`config.mk`:
```
export PLATFORM = sky130hd
export DESIGN_NAME = dcbr_sequencer
export DESIGN_NICKNAME = d
export VERILOG_FILES = /design/src/dcbr_sequencer.v /design/src/dcbr_sync.v
export VERILOG_INCLUDE_DIRS = /design/src /design/src/src
export SDC_FILE = /design/constraint.sdc
export NUM_CORES = 1
export LEC_CHECK = 0
export BUFFER_PORTS_ARGS = -buffer_cell sky130_fd_sc_hd__buf_2
export CAP_MARGIN = 20
export CORE_UTILIZATION = 35
export DETAILED_ROUTE_END_ITERATION = 10
export SLEW_MARGIN = 20
export SYNTH_ARGS = -nofsm -noshare
export SYNTH_HDL_FRONTEND = slang
export SYNTH_HIERARCHICAL = 1
export SYNTH_SLANG_ARGS = --single-unit
```
`constraint.sdc`:
```
create_clock -name clk_in -period 1.9 [get_ports clk_in]
set_input_delay 0 -clock clk_in [delete_from_list [all_inputs] [get_ports clk_in]]
set_output_delay 0 -clock clk_in [all_outputs]
set_load 0.02 [all_outputs]
```
`src/dcbr_defines.vh`:
```
// constants for the dual core boot and reset sequencer
`ifndef DCBR_DEFINES_VH
`define DCBR_DEFINES_VH
// primary boot strap codes
`define DCBR_MODE_PARALLEL 4'h0
`define DCBR_MODE_RAM 4'h1
`define DCBR_MODE_SERIAL_SLV 4'h2
`define DCBR_MODE_CAN 4'h3
`define DCBR_MODE_ETH 4'h4
`define DCBR_MODE_FLASH 4'h7
`define DCBR_MODE_SSI_MST 4'h9
`define DCBR_MODE_I2C_MST 4'hA
`define DCBR_MODE_FLASH_ALT 4'hF
// primary boot source encoding
`define DCBR_SRC_FLASH 3'h0
`define DCBR_SRC_RAM 3'h1
`define DCBR_SRC_PARALLEL 3'h2
`define DCBR_SRC_SERIAL_SLV 3'h3
`define DCBR_SRC_CAN 3'h4
`define DCBR_SRC_ETH 3'h5
`define DCBR_SRC_SSI_MST 3'h6
`define DCBR_SRC_I2C_MST 3'h7
// secondary boot command values
`define DCBR_CMD_RAM 32'h00000001
`define DCBR_CMD_FLASH 32'h00000002
`define DCBR_CMD_ASYNC 32'h00000003
`define DCBR_CMD_SPI 32'h00000004
`define DCBR_CMD_I2C 32'h00000005
`define DCBR_CMD_PARALLEL 32'h00000006
// secondary entry encoding
`define DCBR_SEC_NONE 3'h0
`define DCBR_SEC_RAM 3'h1
`define DCBR_SEC_FLASH 3'h2
`define DCBR_SEC_ASYNC 3'h3
`define DCBR_SEC_SPI 3'h4
`define DCBR_SEC_I2C 3'h5
`define DCBR_SEC_PARALLEL 3'h6
`define DCBR_SEC_HOUSEKEEP 3'h7
// timing: power-on hold time in ns, cycles at 25 ns period rounded up
`define DCBR_POR_HOLD_NS 1000
`define DCBR_CLK_PERIOD_NS 25
`define DCBR_POR_HOLD_CYC ((`DCBR_POR_HOLD_NS + `DCBR_CLK_PERIOD_NS - 1) / `DCBR_CLK_PERIOD_NS)
`endif

```
`src/dcbr_sequencer.v`:
```
// boot and reset sequencer for a dual-processor device
//
// Summary of operation
// Straps 7 or 15 boot primary flash; invalid flash faults and restarts sequence.
// Straps 0001b boot primary RAM holding preloaded code.
// Straps 0000b load image over parallel pins, then jump.
// Straps 0010b load over UART, sync serial or I2C as slaves.
// Straps 0100b load image over Ethernet.
// Straps 1001b sync serial master, 1010b I2C master load.
// Once image resides in flash or RAM, hand control to application.
// Secondary idles after init until wake interrupt one arrives.
// Command 1 jumps secondary to RAM, 2 to flash.
// Commands 3 to 6 load secondary from async, SPI, I2C, parallel.
// After boot, secondary keeps accepting housekeeping commands.
// Power-on reset drives both reset pins low, regulators notwithstanding.
// External parties may hold reset pins low to stretch reset.
// Power-on reset resets both subsystems, tristates all general pins.
// Core, watchdog and NMI resets combined, ANDed with POR onto reset pin.
// Secondary and analog stay in reset until release bits written 1.
// Pull-ups disabled after reset; board supplies strap pull-ups.
// Straps 0011b load image over CAN.
// Unsupported strap codes default to primary flash boot.
// Straps sampled once per sequence, held until application runs.
`timescale 1ns/100ps
`include "dcbr_defines.vh"
module dcbr_sequencer #(
  parameter POR_CYCLES = `DCBR_POR_HOLD_CYC
) (
  // clock and power-on reset
  input wire clk_in,
  input wire sys_rst_in,
  // strap pins, asynchronous
  input wire [3:0] strap_pins_in,
  // reset requests from core logic, asynchronous
  input wire core_irq_reset_in,
  input wire watchdog0_reset_in,
  input wire watchdog1_reset_in,
  input wire nmi_watchdog_reset_in,
  // open-drain reset pins, sensed level
  input wire digital_reset_pin_in,
  input wire analog_reset_pin_in,
  // primary boot progress from loaders
  input wire image_loaded_in,
  input wire flash_valid_in,
  // release bits written by primary processor
  input wire secondary_core_reset_release_in,
  input wire analog_interface_reset_release_in,
  // interprocessor channel from primary application
  input wire primary_to_secondary_wake_irq_in,
  input wire [31:0] secondary_boot_command_value_in,
  input wire command_strobe_in,
  // reset pin drivers, oe high pulls pin low
  output reg digital_reset_pin_out,
  output reg digital_reset_pin_oe_out,
  output reg analog_reset_pin_out,
  output reg analog_reset_pin_oe_out,
  // general pin control
  output reg gpio_tristate_out,
  output reg gpio_pullup_en_out,
  // subsystem reset outputs, active low
  output reg primary_reset_n_out,
  output reg secondary_reset_n_out,
  output reg analog_reset_n_out,
  // primary boot status
  output reg [3:0] boot_mode_out,
  output reg [2:0] boot_source_out,
  output reg loader_active_out,
  output reg app_running_out,
  output reg boot_fault_out,
  // secondary boot status
  output reg secondary_idle_out,
  output reg [2:0] secondary_entry_out,
  output reg secondary_app_out
);
  localparam ST_POR = 3'h0;
  localparam ST_SAMPLE = 3'h1;
  localparam ST_LOAD = 3'h2;
  localparam ST_CHECK = 3'h3;
  localparam ST_RUN = 3'h4;
  localparam ST_FAULT = 3'h5;
  localparam CNT_W = 16;
  // load value cut to the counter width on purpose
  localparam [CNT_W-1:0] POR_LOAD = POR_CYCLES[CNT_W-1:0];

  wire [9:0] sync_bits;
  wire [3:0] strap_sync;
  wire reset_req;
  wire pin_low;
  reg [2:0] state;
  reg [2:0] next_state;
  reg [CNT_W-1:0] por_cnt;
  reg [2:0] next_source;
  reg next_loader;
  reg [2:0] next_entry;

  // every pin input passes two flops before use, sensed reset pins included
  dcbr_sync #(
    .WIDTH(10)
  ) u_sync (
    .clk_in(clk_in),
    .sys_rst_in(sys_rst_in),
    .async_in({strap_pins_in, digital_reset_pin_in, analog_reset_pin_in,
               core_irq_reset_in, watchdog0_reset_in,
               watchdog1_reset_in, nmi_watchdog_reset_in}),
    .rst_val_in(10'h000),
    .sync_out(sync_bits)
  );
  assign strap_sync = sync_bits[9:6];
  // merge reset sources
  assign reset_req = |sync_bits[3:0];
  // pin sensed low from outside stretches reset for both subsystems
  // synchronised pins reset low, so reset reads as stretched until they settle
  assign pin_low = ~sync_bits[5] | ~sync_bits[4];

  // decode strap code; unsupported codes fall back to flash
  always @* begin
    next_source = `DCBR_SRC_FLASH;
    next_loader = 1'b0;
    case (strap_sync)
      // parallel pin loader
      `DCBR_MODE_PARALLEL: begin
        next_source = `DCBR_SRC_PARALLEL;
        next_loader = 1'b1;
      end
      // preloaded RAM
      `DCBR_MODE_RAM: next_source = `DCBR_SRC_RAM;
      // serial ports as slaves
      `DCBR_MODE_SERIAL_SLV: begin
        next_source = `DCBR_SRC_SERIAL_SLV;
        next_loader = 1'b1;
      end
      // CAN loader
      `DCBR_MODE_CAN: begin
        next_source = `DCBR_SRC_CAN;
        next_loader = 1'b1;
      end
      // Ethernet loader
      `DCBR_MODE_ETH: begin
        next_source = `DCBR_SRC_ETH;
        next_loader = 1'b1;
      end
      // serial masters
      `DCBR_MODE_SSI_MST: begin
        next_source = `DCBR_SRC_SSI_MST;
        next_loader = 1'b1;
      end
      `DCBR_MODE_I2C_MST: begin
        next_source = `DCBR_SRC_I2C_MST;
        next_loader = 1'b1;
      end
      // modes 7 and 15 go to flash
      `DCBR_MODE_FLASH: next_source = `DCBR_SRC_FLASH;
      `DCBR_MODE_FLASH_ALT: next_source = `DCBR_SRC_FLASH;
      default: next_source = `DCBR_SRC_FLASH;
    endcase
  end

  // primary boot sequence
  always @* begin
    next_state = state;
    case (state)
      ST_POR: begin
        if (por_cnt == {CNT_W{1'b0}} && !pin_low) begin
          next_state = ST_SAMPLE;
        end
      end
      // loader flag was registered together with the strap sample
      ST_SAMPLE: next_state = loader_active_out ? ST_LOAD : ST_CHECK;
      ST_LOAD: begin
        if (image_loaded_in) begin
          next_state = ST_RUN;
        end
      end
      ST_CHECK: begin
        // flash without valid code faults
        if (boot_source_out == `DCBR_SRC_FLASH && !flash_valid_in) begin
          next_state = ST_FAULT;
        end else begin
          next_state = ST_RUN;
        end
      end
      ST_RUN: next_state = ST_RUN;
      // fault restarts the reset sequence
      ST_FAULT: next_state = ST_POR;
      default: next_state = ST_POR;
    endcase
    if (reset_req || pin_low) begin
      next_state = ST_POR;
    end
  end

  // state, counter and primary outputs
  always @(posedge clk_in or posedge sys_rst_in) begin
    if (sys_rst_in) begin
      state <= ST_POR;
      por_cnt <= POR_LOAD;
      boot_mode_out <= 4'h0;
      boot_source_out <= `DCBR_SRC_FLASH;
      loader_active_out <= 1'b0;
      app_running_out <= 1'b0;
      boot_fault_out <= 1'b0;
      primary_reset_n_out <= 1'b0;
      gpio_tristate_out <= 1'b1;
      gpio_pullup_en_out <= 1'b0;
    end else begin
      state <= next_state;
      // reload only on entry, so a long hold just waits with the count at zero
      if (next_state == ST_POR && state != ST_POR) begin
        por_cnt <= POR_LOAD;
      end else if (por_cnt != {CNT_W{1'b0}}) begin
        por_cnt <= por_cnt - {{(CNT_W-1){1'b0}}, 1'b1};
      end
      // subsystems held and pins tristated during reset
      primary_reset_n_out <= (next_state != ST_POR);
      gpio_tristate_out <= (next_state == ST_POR);
      // pull-ups stay off after reset
      gpio_pullup_en_out <= 1'b0;
      // sample straps once per sequence, hold until run
      if (state == ST_POR && next_state == ST_SAMPLE) begin
        boot_mode_out <= strap_sync;
        boot_source_out <= next_source;
        loader_active_out <= next_loader;
      end
      // image resident, control passes to application
      // a load cut short by reset must not leave the loader flag set
      if (next_state == ST_RUN || next_state == ST_POR) begin
        loader_active_out <= 1'b0;
      end
      app_running_out <= (next_state == ST_RUN);
      boot_fault_out <= (next_state == ST_FAULT);
    end
  end

  // reset pins pulled low by power-on, digital pin also by merged requests
  always @(posedge clk_in or posedge sys_rst_in) begin
    if (sys_rst_in) begin
      digital_reset_pin_out <= 1'b0;
      digital_reset_pin_oe_out <= 1'b1;
      analog_reset_pin_out <= 1'b0;
      analog_reset_pin_oe_out <= 1'b1;
    end else begin
      digital_reset_pin_out <= 1'b0;
      analog_reset_pin_out <= 1'b0;
      // analog pin follows the hold count only, which reloads on every return to reset; tied board pins carry requests across
      digital_reset_pin_oe_out <= (por_cnt != {CNT_W{1'b0}}) || reset_req;
      analog_reset_pin_oe_out <= (por_cnt != {CNT_W{1'b0}});
    end
  end

  // decode secondary boot command
  // unknown values decode to none and are refused while idle
  always @* begin
    case (secondary_boot_command_value_in)
      `DCBR_CMD_RAM: next_entry = `DCBR_SEC_RAM;
      `DCBR_CMD_FLASH: next_entry = `DCBR_SEC_FLASH;
      `DCBR_CMD_ASYNC: next_entry = `DCBR_SEC_ASYNC;
      `DCBR_CMD_SPI: next_entry = `DCBR_SEC_SPI;
      `DCBR_CMD_I2C: next_entry = `DCBR_SEC_I2C;
      `DCBR_CMD_PARALLEL: next_entry = `DCBR_SEC_PARALLEL;
      default: next_entry = `DCBR_SEC_NONE;
    endcase
  end

  // secondary release, idle wait and command handling
  always @(posedge clk_in or posedge sys_rst_in) begin
    if (sys_rst_in) begin
      secondary_reset_n_out <= 1'b0;
      analog_reset_n_out <= 1'b0;
      secondary_idle_out <= 1'b0;
      secondary_entry_out <= `DCBR_SEC_NONE;
      secondary_app_out <= 1'b0;
    end else if (next_state == ST_POR) begin
      // secondary side follows every primary reset
      secondary_reset_n_out <= 1'b0;
      analog_reset_n_out <= 1'b0;
      secondary_idle_out <= 1'b0;
      secondary_entry_out <= `DCBR_SEC_NONE;
      secondary_app_out <= 1'b0;
    end else begin
      // release only on written 1; release is sticky until reset
      if (secondary_core_reset_release_in) begin
        secondary_reset_n_out <= 1'b1;
      end
      if (analog_interface_reset_release_in) begin
        analog_reset_n_out <= 1'b1;
      end
      // idle after init until wake interrupt one
      if (secondary_reset_n_out && !secondary_app_out && !secondary_idle_out
          && secondary_entry_out == `DCBR_SEC_NONE) begin
        secondary_idle_out <= 1'b1;
      end
      // a command needs wake, strobe and a known code in one cycle
      if (secondary_idle_out && primary_to_secondary_wake_irq_in && command_strobe_in
          && next_entry != `DCBR_SEC_NONE) begin
        secondary_idle_out <= 1'b0;
        secondary_entry_out <= next_entry;
        secondary_app_out <= 1'b1;
      end else if (secondary_app_out && command_strobe_in) begin
        // later commands are housekeeping requests
        secondary_entry_out <= `DCBR_SEC_HOUSEKEEP;
      end
    end
  end
endmodule

```
`src/dcbr_sync.v`:
```
// two-flop synchroniser bank for pin inputs
`timescale 1ns/100ps
module dcbr_sync #(
  parameter WIDTH = 4
) (
  // clock and reset
  input wire clk_in,
  input wire sys_rst_in,
  // data
  input wire [WIDTH-1:0] async_in,
  input wire [WIDTH-1:0] rst_val_in,
  output wire [WIDTH-1:0] sync_out
);
  reg [WIDTH-1:0] stage1;
  reg [WIDTH-1:0] stage2;
  genvar i;
  // one pair of flops per bit; first stage feeds only the second
  generate
    for (i = 0; i < WIDTH; i = i + 1) begin : g_bit
      always @(posedge clk_in or posedge sys_rst_in) begin
        if (sys_rst_in) begin
          stage1[i] <= 1'b0;
          stage2[i] <= 1'b0;
        end else begin
          stage1[i] <= async_in[i];
          stage2[i] <= stage1[i];
        end
      end
    end
  endgenerate
  // rst_val_in is unused on purpose: reset takes constants only
  assign sync_out = stage2 | (rst_val_in & {WIDTH{1'b0}});
endmodule

```
==> reports/summary.txt <==
Final Setup Violations: 7
detailed placement HPWL: 3970 um
# rows: 31
register area share after synthesis: 0.581
RR Startpoint: por_cnt[14]$_DFFE_PP0P_
vias in the first global route: 2079
Max Used Layer: met4
clk sinks: 60
global route total overflow: 0
fin nets: 413
Fin. Hold Viols: 0
failing checks: setup timing
total core area: 7210 sq um
Relative slew margins: 0.549
CP max stage delay: 540 ps
P_leak: 0.00171 uW
routed wl met3: 176 um
Place WS: -47.3 ps
Synth Instances: 235
DP Area: 3280 sq um
DR pass1 iterations: 4
pin count of the biggest net entering global routing: 41
I/O pins: 74
CP Class: reg2reg
Clock Latency Late Sink: 320 ps
final slew viol count: 0
Final min period: 1970 ps
share of flip-flops with an asynchronous set or reset: 1.00
H-tree depth: 3
share of layout cells above drive strength 1: 0.418
WL met2: 2770 um
Netlist cell types: 52
# port buffers: 70
Final WS setup: -65.9 ps
share of the synthesized area in the top cell type: 0.530
Worst Tran Pin Value: 675 ps
Synth Register Bits: 60
Post-synth top cells: 55 x dfrtp_1, 31 x nor2_1, 16 x a21oi_1
worst r2r path cells: 5
largest area contributor in the netlist: dfrtp_1
Max IR drop VDD: 0.616 mV
Routed Antenna Nets: 0
WL met1: 2650 um
first-pass GRT wire length: 9250 um
cts bufs inserted: 9
Worst path slowest cell: or4_4
clock slew at reported path FFs: 60 ps
Worst EP arrival: 2180 ps
RSZ-0062 raised after global routing: true
Finished Cell Area: 3730 sq um
initial antenna violation count: 0
final WL: 5660 um
CP required: 2110 ps
Placed Cells: 429
setup TNS: -314 ps
Worst Setup Start Kind: flop
number of flops mapped to enable cells by yosys: 0
vias post-DR: 2179
power per cell area: 1040 nW/um^2
Mean Syn Cell Area: 11.0 sq um
die height: 88.1 um
per-cell routed wire length: 12.2 um
maximum clock path buffer count: 2
worst hold slack: 52.8 ps
Synth area leaders: dfrtp_1 53%, dfstp_2 5.1%, nor2_1 4.5%
die area: 7770 sq um
FILL cells: 682
# DRC: 0
Die W: 88.1 um
CTS root buffer: clkbuf_8
crit share post-route: 1.03
Via density: 4.69
final std cells w/o fill: 465
Hold Path Class: in2reg
worst hold path cell count: 3
most numerous cell in the Yosys netlist: dfrtp_1
reg2reg end: boot_mode_out[2]$_DFFE_PP0P_
CTS tree: done
Worst Hold Launch: secondary_boot_command_value_in[2]
Starting Density: 0.360
Peak Freq: 509 MHz
synth warn: 6
Most used DFF post-synth: dfrtp_1
FF-to-FF setup slack: -70 ps
Area Growth Syn to Fin: 43.8%
status: finished with violations
skew final: 9.25 ps
Detailed Route Iter0 Violations: 106
Hold Path End: secondary_entry_out[2]$_DFFE_PP0P_
max-cap violation count: 0
Worst Path Max Fanout: 6
crit path capture type: flop
GP Congestion: 0.748
Syn Std Cell Area: 2600 sq um
Cell Chain, Critical Path: or4_4 -> or2_4 -> nor4_4 -> buf_6 -> mux2_2
GR Util All Layers: 0.159
# diodes: 0
[worst max path at each step]
stage | from | to | slack [ps] | cells after the start
2_1_floorplan | por_cnt[2]$_DFFE_PP0P_ | boot_mode_out[0]$_DFFE_PP0P_ | -140 | 4
6_report | por_cnt[14]$_DFFE_PP0P_ | boot_mode_out[2]$_DFFE_PP0P_ | -70 | 5
4_1_cts | por_cnt[14]$_DFFE_PP0P_ | boot_mode_out[3]$_DFFE_PP0P_ | -60 | 5
3_3_place_gp | por_cnt[14]$_DFFE_PP0P_ | boot_mode_out[0]$_DFFE_PP0P_ | -20 | 5
5_1_grt | por_cnt[14]$_DFFE_PP0P_ | boot_mode_out[1]$_DFFE_PP0P_ | -120 | 5
3_5_place_dp | por_cnt[14]$_DFFE_PP0P_ | boot_mode_out[3]$_DFFE_PP0P_ | -50 | 5
[layer usage]
layer,vias up,global-route usage
met3,7,0.0424
met4,0,0.0704
met2,45,0.252
li1,1095,-
met1,1032,0.205
met5,-,0
[repair_timing]
item,CTS,global route
hold buffers,13,0
buffers inserted,0,7
gates resized for setup,2,14
hold endpoints to repair,67,0
pin swaps,0,6
endpoints found under the setup margin,8,25
[worst max-delay path, delay by kind of cell (launching register included)]
| family | cells | cell delay, ps |
|---|---|---|
| AND/OR/NAND/NOR | 3 | 960 |
| flip-flops | 1 | 390 |
| multiplexers | 1 | 330 |
| buffers and inverters | 1 | 170 |
[layout by cell type (no fill, tap or decap), drive strengths merged, types with 2 or more instances in the layout]
| master | synthesis | final |
|---|---|---|
| a221oi | 2 | 2 |
| nand2 | 6 | 6 |
| conb | 1 | 3 |
| inv | 10 | 10 |
| a31oi | 2 | 2 |
| nand3 | 4 | 4 |
| a211oi | 3 | 3 |
| xor2 | 2 | 2 |
| nand4 | 4 | 4 |
| nor4 | 11 | 11 |
| mux2i | 2 | 2 |
| or4 | 3 | 3 |
| o21ai | 7 | 7 |
| clkinv | 0 | 2 |
| nor2 | 31 | 31 |
| buf | 5 | 108 |
| nand2b | 6 | 6 |
| nor3 | 11 | 11 |
| a21oi | 16 | 16 |
| nor3b | 4 | 4 |
| xnor2 | 7 | 7 |
| nand3b | 2 | 2 |
| o31ai | 2 | 2 |
| or3 | 5 | 5 |
| ha | 2 | 2 |
| nor2b | 2 | 2 |
| clkbuf | 3 | 13 |
| dlygate4sd3 | 0 | 13 |
| mux2 | 5 | 5 |
| dfstp | 5 | 5 |
| dfrtp | 55 | 55 |
[per-stage QoR]
| step | util | total power [uW] |
|---|---|---|
| after floorplan | - | 2200 |
| after global placement | 0.455 | 2620 |
| after detailed placement | 0.455 | 2650 |
| after CTS | 0.501 | 3790 |
| after global routing | 0.517 | 4130 |
| final | 0.517 | 3880 |
[state kept, by name, indices dropped and copies added (netlist names), 3 cells and up]
name and cells:
secondary_entry_out 3, por_cnt 16, u_sync/stage1 10, state 3
boot_source_out 3, boot_mode_out 4, u_sync/sync_out 10
[cell type report]
| type | count | area, sq um | area share |
|---|---|---|---|
| sequential | 60 | 1510 | 0.404 |
| clock buffer | 13 | 149 | 0.0399 |
| multi-input combinational | 159 | 1100 | 0.296 |
| clock inverter | 3 | 40.0 | 0.0107 |
| tap | 99 | 124 | 0.0332 |
| inverter | 10 | 37.5 | 0.0101 |
| timing repair buffer | 121 | 769 | 0.206 |
[logic make-up after synthesis]
logic type	count (synthesis)	share of synthesized area
DFF	60	0.581
and+or+nand+nor	95	0.212
other	1	0.00144
buffers and inverters	18	0.0308
adders and majority gates	2	0.00964
AOI/OAI and AO/OA	43	0.106
xor gates and xnor gates	9	0.0304
muxes	7	0.0294
[power by group]
| group | internal [uW] | switching (uW) | total (uW) |
|---|---|---|---|
| Combinational | 619 | 578 | 1200 |
| Clock | 639 | 449 | 1090 |
| Sequential | 1470 | 133 | 1600 |
| Total | 2720 | 1160 | 3880 |
Note: power is estimated with default switching activity, not from simulation.
